`src/rtl/dpfc_consts.svh`:
```
/*
 * Register offsets, field positions, reset values, command codes and timing
 * figures of the payload feature control block.
 * Assumes it is included by bare name by the block, the checker and the testbench.
 */
`ifndef DPFC_CONSTS_SVH
`define DPFC_CONSTS_SVH

// Register offsets on the serial command port.
`define DPFC_OFS_PIPE_DYN_LEN 5'h1C
`define DPFC_OFS_FEATURE 5'h1D

// Reset values and writable masks; reserved bits are zero in the masks.
`define DPFC_RST_PIPE_DYN_LEN 8'h00
`define DPFC_RST_FEATURE 8'h00
`define DPFC_MASK_PIPE_DYN_LEN 8'h3F
`define DPFC_MASK_FEATURE 8'h07

// Field positions of the feature register.
`define DPFC_BIT_GLOBAL_VAR_LEN 2
`define DPFC_BIT_ACK_PAYLOAD 1
`define DPFC_BIT_NO_ACK_CMD 0

// Command byte codes: read and write register carry the offset in bits 4:0.
`define DPFC_CMD_READ_REG 3'h0
`define DPFC_CMD_WRITE_REG 3'h1
`define DPFC_CMD_TX_UNACKED 8'hB0

// Air data rate encodings on the rate input.
`define DPFC_RATE_1M 2'h0
`define DPFC_RATE_2M 2'h1
`define DPFC_RATE_250K 2'h2

// Timing figures in microseconds and the clock rate in MHz.
`define DPFC_LISTEN_US 250
`define DPFC_LISTEN_SLOW_US 500
`define DPFC_ARD_STEP_US 250
`define DPFC_CLK_MHZ 10

`endif

```
`src/rtl/dpfc_pkg.sv`:
```
/*
 * Types shared by the payload feature control block.
 * Assumes nothing beyond a SystemVerilog compiler.
 */
package dpfc_pkg;

   // Acknowledge wait sequencer of the primary transmitter.
   typedef enum logic [2:0] {
      DPFC_IDLE = 3'b000,
      DPFC_TX = 3'b001,
      DPFC_LISTEN = 3'b010,
      DPFC_RXPKT = 3'b011,
      DPFC_STANDBY2 = 3'b100
   } dpfc_state_t;

endpackage

```
`src/rtl/dpfc_ctrl.sv`:
```
/*
 * Payload feature control: serial register port for the feature and per-pipe
 * variable length registers, effective enable decode, acknowledge wait and
 * retransmit sequencing, and the receive data ready flag.
 * Assumes a mode 0 serial host clocking well below a quarter of mclk, and a
 * radio core on mclk that gives one-cycle event pulses.
 */
// Summary of operation
// Pipe bits 2..0 enable variable length when global and auto-ack both set.
// Feature bit 2, reset 0, globally enables variable payload length.
// Feature bit 1, reset 0, enables payload in acknowledgements.
// Feature bit 0 enables the unacknowledged write command; bits 7:3 reserved.
// Host: at 2 Mbps, ack payload over 15 bytes needs delay of 500 us.
// Host: at 1 Mbps, ack payload over 5 bytes needs delay of 500 us.
// Host: at 250 kbps the retransmit delay is always at least 500 us.
// Transmitter listens 250 us, 500 us at 250 kbps; delay is total wait.
// On address match stay receiving until packet end unless delay expires.
// After listening, standby until delay ends, then transmit again.
// Receive data ready flag sets on every new received packet.
// Host reads payload, clears flag, checks buffer status, repeats.
// Ack payloads use variable length; pipe 0 variable length must be on.
// Pipe bits 5..3 likewise enable pipes 5..3; bits 7:6 reserved zero.
// Reserved bits of both registers ignore writes and read as zero.
`timescale 1ns/1ps
`include "dpfc_consts.svh"

module dpfc_ctrl #(
   parameter int PIPES = 6,
   parameter int LISTEN_CYC = `DPFC_LISTEN_US * `DPFC_CLK_MHZ,
   parameter int LISTEN_SLOW_CYC = `DPFC_LISTEN_SLOW_US * `DPFC_CLK_MHZ,
   parameter int ARD_STEP_CYC = `DPFC_ARD_STEP_US * `DPFC_CLK_MHZ
) (
   // Clock and reset.
   input wire logic mclk,
   input wire logic sys_rst,
   // Serial command port pins.
   input wire logic spi_sck,
   input wire logic spi_cs_n,
   input wire logic spi_mosi,
   output logic spi_miso,
   output logic spi_miso_oe,
   // Configuration from the rest of the register map.
   input wire logic [PIPES-1:0] pipe_auto_ack_en,
   input wire logic [3:0] retransmit_delay,
   input wire logic [1:0] air_rate,
   // Radio core events.
   input wire logic tx_request,
   input wire logic tx_done,
   input wire logic addr_match,
   input wire logic packet_end,
   input wire logic ack_received,
   input wire logic rx_packet_stored,
   input wire logic rx_flag_clear,
   // Decoded enables and status.
   output logic [PIPES-1:0] pipe_var_len_active,
   output logic ack_payload_active,
   output logic write_tx_payload_unacked,
   output logic receive_data_ready_flag,
   // Primary transmitter sequencing.
   output logic radio_tx_on,
   output logic radio_rx_on,
   output logic radio_standby2,
   output logic retransmit_pulse
);

   // Total acknowledge wait in cycles: one step per delay code plus one.
   function automatic logic [19:0] ard_cycles(input logic [3:0] code);
      ard_cycles = 20'((32'(code) + 32'd1) * ARD_STEP_CYC);
   endfunction

   // Two-flop synchronisers; a third stage feeds the clock edge detector only.
   logic [2:0] sck_sync_reg;
   logic [1:0] cs_sync_reg;
   logic [1:0] mosi_sync_reg;
   always_ff @(posedge mclk or posedge sys_rst) begin
      if (sys_rst) begin
         sck_sync_reg <= 3'h0;
         cs_sync_reg <= 2'h3;
         mosi_sync_reg <= 2'h0;
      end else begin
         sck_sync_reg <= {sck_sync_reg[1:0], spi_sck};
         cs_sync_reg <= {cs_sync_reg[0], spi_cs_n};
         mosi_sync_reg <= {mosi_sync_reg[0], spi_mosi};
      end
   end

   logic sck_rise;
   logic sck_fall;
   logic cs_active;
   assign sck_rise = sck_sync_reg[1] & ~sck_sync_reg[2];
   assign sck_fall = ~sck_sync_reg[1] & sck_sync_reg[2];
   assign cs_active = ~cs_sync_reg[1];

   // Serial shifter and register file state.
   logic [7:0] rx_shift_reg, rx_shift_next;
   logic [7:0] tx_shift_reg, tx_shift_next;
   logic [2:0] bit_cnt_reg, bit_cnt_next;
   logic first_byte_reg, first_byte_next;
   logic [7:0] cmd_reg, cmd_next;
   logic miso_reg, miso_next;
   logic miso_oe_reg, miso_oe_next;
   logic [7:0] feature_enables_reg, feature_enables_next;
   logic [7:0] pipe_dynamic_length_enables_reg, pipe_dynamic_length_enables_next;
   logic unacked_reg, unacked_next;

   // A whole byte has arrived on this rising clock edge.
   logic [7:0] byte_in;
   logic byte_done;
   assign byte_in = {rx_shift_reg[6:0], mosi_sync_reg[1]};
   assign byte_done = cs_active & sck_rise & (bit_cnt_reg == 3'h7);

   // Register read mux; unmapped offsets read zero.
   function automatic logic [7:0] reg_read(input logic [4:0] ofs, input logic [7:0] feat,
                                           input logic [7:0] dyn);
      if (ofs == `DPFC_OFS_FEATURE) reg_read = feat;
      else if (ofs == `DPFC_OFS_PIPE_DYN_LEN) reg_read = dyn;
      else reg_read = 8'h00;
   endfunction

   // Serial protocol: command byte, then data bytes all aimed at the same register.
   always_comb begin
      rx_shift_next = rx_shift_reg;
      tx_shift_next = tx_shift_reg;
      bit_cnt_next = bit_cnt_reg;
      first_byte_next = first_byte_reg;
      cmd_next = cmd_reg;
      miso_next = miso_reg;
      miso_oe_next = cs_active;
      feature_enables_next = feature_enables_reg;
      pipe_dynamic_length_enables_next = pipe_dynamic_length_enables_reg;
      unacked_next = 1'b0;
      if (!cs_active) begin
         bit_cnt_next = 3'h0;
         first_byte_next = 1'b1;
         tx_shift_next = 8'h00;
         miso_next = 1'b0;
      end else begin
         if (sck_rise) begin
            rx_shift_next = byte_in;
            bit_cnt_next = 3'(bit_cnt_reg + 3'h1);
         end
         if (byte_done && first_byte_reg) begin
            first_byte_next = 1'b0;
            cmd_next = byte_in;
            tx_shift_next = reg_read(byte_in[4:0], feature_enables_reg,
                                     pipe_dynamic_length_enables_reg);
            // The unacknowledged write is honoured only while enabled.
            if (byte_in == `DPFC_CMD_TX_UNACKED &&
                feature_enables_reg[`DPFC_BIT_NO_ACK_CMD]) begin
               unacked_next = 1'b1;
            end
         end else if (byte_done && cmd_reg[7:5] == `DPFC_CMD_WRITE_REG) begin
            // Masks drop reserved bits so they always read back as zero.
            if (cmd_reg[4:0] == `DPFC_OFS_FEATURE) begin
               feature_enables_next = byte_in & `DPFC_MASK_FEATURE;
            end else if (cmd_reg[4:0] == `DPFC_OFS_PIPE_DYN_LEN) begin
               pipe_dynamic_length_enables_next = byte_in & `DPFC_MASK_PIPE_DYN_LEN;
            end
         end else if (byte_done && cmd_reg[7:5] == `DPFC_CMD_READ_REG) begin
            tx_shift_next = reg_read(cmd_reg[4:0], feature_enables_reg,
                                     pipe_dynamic_length_enables_reg);
         end
         // Data changes on the falling edge so the host samples it stable.
         if (sck_fall) begin
            miso_next = tx_shift_reg[7];
            tx_shift_next = {tx_shift_reg[6:0], 1'b0};
         end
      end
   end

   always_ff @(posedge mclk or posedge sys_rst) begin
      if (sys_rst) begin
         rx_shift_reg <= 8'h00;
         tx_shift_reg <= 8'h00;
         bit_cnt_reg <= 3'h0;
         first_byte_reg <= 1'b1;
         cmd_reg <= 8'h00;
         miso_reg <= 1'b0;
         miso_oe_reg <= 1'b0;
         feature_enables_reg <= `DPFC_RST_FEATURE;
         pipe_dynamic_length_enables_reg <= `DPFC_RST_PIPE_DYN_LEN;
         unacked_reg <= 1'b0;
      end else begin
         rx_shift_reg <= rx_shift_next;
         tx_shift_reg <= tx_shift_next;
         bit_cnt_reg <= bit_cnt_next;
         first_byte_reg <= first_byte_next;
         cmd_reg <= cmd_next;
         miso_reg <= miso_next;
         miso_oe_reg <= miso_oe_next;
         feature_enables_reg <= feature_enables_next;
         pipe_dynamic_length_enables_reg <= pipe_dynamic_length_enables_next;
         unacked_reg <= unacked_next;
      end
   end

   // Effective enables and the data ready flag.
   logic [PIPES-1:0] var_len_reg, var_len_next;
   logic ack_pay_reg, ack_pay_next;
   logic rx_ready_reg, rx_ready_next;
   always_comb begin
      var_len_next = pipe_dynamic_length_enables_reg[PIPES-1:0] & pipe_auto_ack_en &
                     {PIPES{feature_enables_reg[`DPFC_BIT_GLOBAL_VAR_LEN]}};
      // Ack payloads are variable length, so they need pipe 0 variable length.
      ack_pay_next = feature_enables_reg[`DPFC_BIT_ACK_PAYLOAD] & var_len_next[0];
      // A new packet sets the flag even in the cycle the host clears it.
      rx_ready_next = rx_packet_stored | (rx_ready_reg & ~rx_flag_clear);
   end

   always_ff @(posedge mclk or posedge sys_rst) begin
      if (sys_rst) begin
         var_len_reg <= '0;
         ack_pay_reg <= 1'b0;
         rx_ready_reg <= 1'b0;
      end else begin
         var_len_reg <= var_len_next;
         ack_pay_reg <= ack_pay_next;
         rx_ready_reg <= rx_ready_next;
      end
   end

   // Acknowledge wait sequencer state.
   dpfc_pkg::dpfc_state_t state_reg, state_next;
   logic [19:0] wait_cnt_reg, wait_cnt_next;
   logic retx_reg, retx_next;
   logic [19:0] ard_total;
   logic [19:0] listen_total;
   assign ard_total = ard_cycles(retransmit_delay);
   assign listen_total = (air_rate == `DPFC_RATE_250K) ? 20'(LISTEN_SLOW_CYC)
                                                       : 20'(LISTEN_CYC);

   // The wait count starts when the packet leaves and covers listen and standby.
   always_comb begin
      state_next = state_reg;
      wait_cnt_next = 20'(wait_cnt_reg + 20'h00001);
      retx_next = 1'b0;
      unique case (state_reg)
         dpfc_pkg::DPFC_IDLE: begin
            wait_cnt_next = 20'h00000;
            if (tx_request) state_next = dpfc_pkg::DPFC_TX;
         end
         dpfc_pkg::DPFC_TX: begin
            wait_cnt_next = 20'h00000;
            if (tx_done) state_next = dpfc_pkg::DPFC_LISTEN;
         end
         dpfc_pkg::DPFC_LISTEN: begin
            if (addr_match) begin
               state_next = dpfc_pkg::DPFC_RXPKT;
            end else if (wait_cnt_next >= listen_total) begin
               state_next = dpfc_pkg::DPFC_STANDBY2;
            end
         end
         dpfc_pkg::DPFC_RXPKT: begin
            if (packet_end && ack_received) begin
               state_next = dpfc_pkg::DPFC_IDLE;
            end else if (wait_cnt_next >= ard_total) begin
               // Delay expiry cuts the packet short and forces a resend.
               state_next = dpfc_pkg::DPFC_TX;
               retx_next = 1'b1;
            end else if (packet_end) begin
               state_next = dpfc_pkg::DPFC_STANDBY2;
            end
         end
         dpfc_pkg::DPFC_STANDBY2: begin
            if (wait_cnt_next >= ard_total) begin
               state_next = dpfc_pkg::DPFC_TX;
               retx_next = 1'b1;
            end
         end
      endcase
   end

   always_ff @(posedge mclk or posedge sys_rst) begin
      if (sys_rst) begin
         state_reg <= dpfc_pkg::DPFC_IDLE;
         wait_cnt_reg <= 20'h00000;
         retx_reg <= 1'b0;
      end else begin
         state_reg <= state_next;
         wait_cnt_reg <= wait_cnt_next;
         retx_reg <= retx_next;
      end
   end

   // Outputs from flip-flops; the radio controls are decoded from the state register.
   assign spi_miso = miso_reg;
   assign spi_miso_oe = miso_oe_reg;
   assign pipe_var_len_active = var_len_reg;
   assign ack_payload_active = ack_pay_reg;
   assign write_tx_payload_unacked = unacked_reg;
   assign receive_data_ready_flag = rx_ready_reg;
   assign radio_tx_on = (state_reg == dpfc_pkg::DPFC_TX);
   assign radio_rx_on = (state_reg == dpfc_pkg::DPFC_LISTEN) |
                        (state_reg == dpfc_pkg::DPFC_RXPKT);
   assign radio_standby2 = (state_reg == dpfc_pkg::DPFC_STANDBY2);
   assign retransmit_pulse = retx_reg;

endmodule

```
`config.mk`:
```
export PLATFORM = sky130hd
export DESIGN_NAME = dpfc_ctrl
export DESIGN_NICKNAME = d
export VERILOG_FILES = /design/src/rtl/dpfc_pkg.sv /design/src/rtl/dpfc_ctrl.sv
export VERILOG_INCLUDE_DIRS = /design/src /design/src/rtl
export SDC_FILE = /design/constraint.sdc
export NUM_CORES = 1
export LEC_CHECK = 0
export BUFFER_PORTS_ARGS = -buffer_cell sky130_fd_sc_hd__buf_2
export CAP_MARGIN = 0
export CORE_MARGIN = 3
export CORE_UTILIZATION = 54
export DETAILED_ROUTE_END_ITERATION = 12
export PLACE_DENSITY = 0.76
export REMOVE_ABC_BUFFERS = 1
export SLEW_MARGIN = 5
export SYNTH_ARGS = -nofsm -noshare
export SYNTH_HDL_FRONTEND = slang
export SYNTH_SLANG_ARGS = --single-unit
```
`constraint.sdc`:
```
create_clock -name mclk -period 3.5 [get_ports mclk]
set_clock_uncertainty 0.2 [all_clocks]
set_input_delay 0.175 -clock mclk [delete_from_list [all_inputs] [get_ports mclk]]
set_output_delay 0.175 -clock mclk [all_outputs]
set_load 0.02 [all_outputs]
```
-- Word-level counts from Yosys, hierarchy flattened
Cells that the tools add are included.
- register bits: 78
- bits of input ports: 24
- logic and storage cells: 109
- add/subtract/negate cells: 3
- multipliers: 1
- order comparisons: 2
- eq/ne operators: 18
- muxes and demuxes: 32
- bitwise operators: 16
- reductions and logical operators: 18
- operators with widths (operator ; number):
    8-bit two-way mux ; 5
    3-bit two-way mux ; 10
    6-bit two-way mux ; 4
    20-bit by 1-bit adder with 20-bit output, second input constant ; 1
    5-bit == test, second input constant ; 4
    20-bit by 13-bit >= comparator with 1-bit output ; 1
    20-bit by 17-bit >= comparator with 1-bit output ; 1
    20-bit two-way mux ; 1
    5-bit by 10-bit multiplier with 15-bit output, second input constant ; 1
    3-bit case mux with 5 select lines ; 1
    13-bit two-way mux ; 1
    6-bit AND ; 2
    5-bit AND reduction ; 2
    1-bit two-way mux ; 9
    8-bit == test, second input constant ; 1
    4-bit != test, second input constant ; 2
    1-bit AND ; 6
    3-bit by 1-bit == test with 1-bit output, second input constant ; 2
    3-bit by 2-bit == test with 1-bit output, second input constant ; 2
    3-bit == test, second input constant ; 2
    3-bit logical NOT ; 2
    1-bit NOT ; 6
    2-bit AND reduction ; 3
    2-bit nonzero test ; 3
    other kinds (12) ; 18

-- Logic depth before layout (Yosys ltp)
- depth in word-level cells: 10
- depth in mapped cells: 23
- mapped depth without buffers: 23

-- Worst setup path after synthesis
No wires, ideal clock.
- kind: input -> register
- start point: in retransmit_delay[0]
- end point: reg state_reg[0]
- setup time: 0.126 ns
- data arrival time: 4.440 ns
- required time: 3.174 ns
- slack: -1.266 ns
- stages on the path: 23
- cells stage by stage: nand3_1 > xnor2_1 > inv_1 > fa_1 > ha_1 > inv_1 > fa_1 > inv_1 > ha_1 > inv_1 > o21bai_1 > a21oi_1 > o21bai_1 > a21oi_1 > xnor2_1 > ha_1 > a21oi_1 > o21ai_0 > a21oi_1 > o21ai_0 > a2111o_1 > o311a_2 > o32a_1
- cells in the longest elaborated chain, start to end: 6
- elaborated cells between the ends (all ways): 9
- ends and longest elaborated chain (element ; RTL line ; source):
    start: declaration ; dpfc_ctrl.sv:44 ; input wire logic [3:0] retransmit_delay,
    4-bit by 1-bit adder with 5-bit output (*) ; dpfc_ctrl.sv:68 ; ard_cycles = 20'((32'(code) + 32'd1) * ARD_STEP_CYC);
    5-bit by 10-bit multiplier with 15-bit output (*) ; dpfc_ctrl.sv:68 ;
    20-bit by 17-bit >= comparator with 1-bit output (*) ; dpfc_ctrl.sv:256, dpfc_ctrl.sv:265 ;
    3-bit two-way mux ; dpfc_ctrl.sv:256 ; end else if (wait_cnt_next >= ard_total) begin
    3-bit two-way mux ; dpfc_ctrl.sv:254 ; if (packet_end && ack_received) begin
    3-bit case mux with 5 select lines ; dpfc_ctrl.sv:237 ; unique case (state_reg)
    end signal: assignment ; dpfc_ctrl.sv:275 ; state_reg <= dpfc_pkg::DPFC_IDLE;
    end signal: assignment ; dpfc_ctrl.sv:279 ; state_reg <= state_next;
    end: declaration ; dpfc_ctrl.sv:223 ; dpfc_pkg::dpfc_state_t state_reg, state_next;
Every way passes the cells marked *; elsewhere a longest branch is shown, timed or not.
A chain may end at the register's enable or synchronous reset.

-- Final worst setup path
Same ends and word-level chain as after synthesis.

==> summary.md <==
| Metric | Value |
|---|---|
| Worst hold endpoint | `state_reg[0]` |
| Drt total wl | `10.9 mm` |
| Post-Syn Area | `4710 sq um` |
| Sw Ratio | `34.9%` |
| H-tree levels | `3` |
| GR Util All Layers | `22.6%` |
| Status | `complete, but fails checks` |
| Syn_area_per_cell | `between 10 and 15 sq um` |
| CORE AREA | `8340 sq um` |
| FF-to-FF Start | `wait_cnt_reg[1]` |
| Clock Root Buffer | `clkbuf_8` |
| Capturing point of the worst reg2reg path | `state_reg[0]` |
| Total of max-cap violations | `0` |
| Number of clock sinks | `78` |
| Max_slew headroom | `19.0%` |
| Synth Register Bits | `just under 80` |
| Critical Path RT | `3.54 ns` |
| Nets@finish | `640` |
| Final Cycle Share | `128%` |
| Met2 GRT Util | `a little over a third` |
| DR vias/cell | `5.72` |
| ANT cells | `0` |
| Row Count | `33` |
| Dominant synthesized flop cell | `dfrtp_1` |
| Pwr Density | `431 nW/um^2` |
| Post-synth ARST share | `100%` |
| Crit path kind | `input port to flip-flop` |
| Sequential share of the synthesized area | `41.5%` |
| Pint | `1.68 mW` |
| Switching Power | `0.900 mW` |
| Die width | `about 100 um` |
| Initial DRC count | `224` |
| Max FFs per register | `20` |
| DP Wirelength | `7.53 mm` |
| Residual DRC | `0` |
| Worst Setup End Kind | `flip-flop` |
| DRT antenna net count | `0` |
| Worst skew pair latency | `approximately 0.35 ns` |
| YS warnings | `0` |
| Worst-path fanout max | `4` |
| Largest net degree at the start of global routing | `28` |
| Global route overflow | `0` |
| Slew @ Worst Pin | `1.21 ns` |
| Min Tclk post-route | `4.46 ns` |
| Top Ports | `39` |
| Syn Inst Count | `453` |
| CTS Buffer Depth | `2` |
| Area Overhead vs Synth | `26.9%` |
| Layout cells sized above 1 | `roughly a third` |
| Worst Hold Depth | `3` |
| Leakage | `about 3 nW` |
| Reg2reg path depth | `13` |
| Worst setup path startpoint | `retransmit_delay[0]` |
| Worst EP arrival | `4.51 ns` |
| DR pass1 iterations | `4` |
| Vias in the first global route | `3825` |
| Vias | `between 3000 and 4000` |
| Violated checks | `negative setup slack` |
| Final RePlAce weighted congestion | `0.884` |
| Hold Crit Start | `tx_request` |
| EDFF count, synth | `0` |
| Die height | `between 90 and 100 um` |
| Worst VDD drop | `0.179 mV` |
| Worst min-delay path category | `input port to flip-flop` |
| Combinational share of power | `33.1%` |
| R2R setup slack | `around 0.02 ns` |
| Final WS setup | `-0.964 ns` |
| Number of I/O port buffers | `38` |
| Starting density of the core | `between 50% and 60%` |
| Final setup vio count | `4` |
| F_max | `about 220 MHz` |
| Clock Power Share | `25.0%` |
| Reg clk slew, reported paths | `0.09 ns` |
| RSZ-0062 raised after global routing | `yes` |
| Final hold slack | `0.0181 ns` |
| Die Area | `9880 sq um` |
| Final Hold Vio Count | `0` |
| Routing usage on met3 | `under 10%` |
| Num CTS Buffers | `9` |
| Synth unique cells | `62` |
| Design area | `around 6000 sq um` |
| Antenna violations before repair | `0` |
| Most used routing layer in global routing | `met2` |
| DP Area | `5370 sq um` |
| Sequential power share | `41.9%` |
| Wire per inst | `16.1 um` |
| CTS tree | `done` |
| Max Slew Vio Count | `0` |
| First-pass GRT wire length | `18.2 mm` |
| CP Launch Type | `input port` |
| Met1 usage | `31.6%` |
-- worst max-delay path by stage --
stage	end	slack [ns]	depth (start not counted)
3_5_place_dp	state_reg[2]	-1.64	25
6_report	state_reg[0]	-0.96	23
2_1_floorplan	state_reg[0]	-1.27	23
3_3_place_gp	state_reg[0]	-1.39	24
4_1_cts	state_reg[2]	-0.96	24
5_1_grt	state_reg[2]	-1.13	24
-- Yosys cell counts, types with 4 or more instances --
cell,instances,area [sq um]
o21bai_1,4,30.0
o21ai_0,9,45.0
o21a_1,6,45.0
nand3_1,14,70.1
nor3_1,15,75.1
dfrtp_1,75,1880
a21oi_1,24,120
nand2_1,32,120
nor2_1,25,93.8
a221oi_1,4,35.0
and3_1,8,50.1
ha_1,49,613
fa_1,4,80.1
inv_1,29,109
clkbuf_1,9,33.8
mux2_2,24,270
nor2b_1,13,81.3
nand4_1,14,87.6
xnor2_1,15,131
xor2_1,9,78.8
a31oi_1,7,43.8
-- kinds of logic (layout without fill, tap and decap cells) --
group / after synthesis / in the layout / share of synthesized area (%)
simple gates: 149 / 149 / 17.2
compound gates: 84 / 84 / 12.7
flops: 78 / 78 / 41.5
fa+ha+maj: 53 / 53 / 14.7
buf+inv: 40 / 155 / 3.51
mux: 25 / 25 / 5.95
xor+xnor: 24 / 24 / 4.46
-- power by group through the flow --
stage | combinational, mW | clock, mW | sequential, mW
after floorplan | 0.438 | 0 | 1.06
after global placement | 0.650 | 0 | 1.09
after detailed placement | 0.679 | 0 | 1.09
after CTS | 0.771 | 0.660 | 1.08
after global routing | 0.935 | 0.698 | 1.09
final | 0.854 | 0.644 | 1.08
-- per-layer routing --
layer,up-vias,routed length [um]
met5,-,0
met4,0,285
met3,24,492
met2,117,5190
met1,1852,4880
li1,1859,-
-- timing repair --
action / CTS / global route
endpoints found under the setup margin: 4 / 4
gates cloned: 0 / 0
pin swaps: 17 / 14
gates resized for setup: 30 / 14
setup buffers: 6 / 2
hold buffers: 13 / 0
hold endpoints to repair: 36 / 0
-- final cells by class --
| cell class | count | area, sq um |
|---|---|---|
| clock buffers | 9 | 124 |
| inverters | 29 | 109 |
| well taps | 105 | 131 |
| repair buffers | 110 | 790 |
| flip-flops and latches | 78 | 1960 |
| fillers | 585 | 2360 |
| multi-input cells | 335 | 2800 |
| clock inverters | 7 | 65.1 |
-- metrics by stage --
step	setup TNS [ns]	power (mW)	utilization, %	worst slack, ns	cells
after global routing	-3.99	2.73	71.7	-1.13	673
after CTS	-3.27	2.51	70.3	-0.963	671
final	-3.33	2.58	71.7	-0.964	673
after floorplan	-4.40	1.50	-	-1.27	442
after global placement	-5.15	1.74	64.3	-1.39	637
after detailed placement	-6.07	1.77	64.3	-1.64	637
-- critical path, cell delays in order --
cell and delay, ns:
buf_8 0.11, ha_4 0.17, xor2_4 0.21, fa_1 0.53, ha_2 0.17, inv_2 0.04
fa_1 0.51, inv_2 0.05, ha_4 0.27, inv_2 0.04, o21bai_1 0.21, a21oi_2 0.09
o21bai_1 0.13, a21oi_1 0.09, xnor2_1 0.17, ha_1 0.29, a21oi_2 0.12, o21ai_1 0.08
a21oi_2 0.16, o21ai_4 0.11, a2111o_1 0.43, o311a_4 0.15, o32a_1 0.17
-- cells in the final DEF (no fill, tap or decap), types with 5 or more instances in the layout --
cell type,synthesis,final
dfrtp_1,75,75
buf_4,0,59
ha_1,49,40
buf_2,0,35
nand2_1,32,32
nor2_1,25,25
mux2_2,24,24
inv_1,29,24
a21oi_1,24,17
nor3_1,15,15
nand4_1,14,14
xnor2_1,15,14
nand3_1,14,13
nor2b_1,13,13
dlygate4sd3_1,0,13
clkbuf_8,0,9
and3_1,8,8
xor2_1,9,8
ha_4,0,8
o21ai_0,9,7
a21oi_2,0,7
a31oi_1,7,7
o21a_1,6,6
inv_2,0,5
Note: power is estimated with default switching activity, not from simulation.
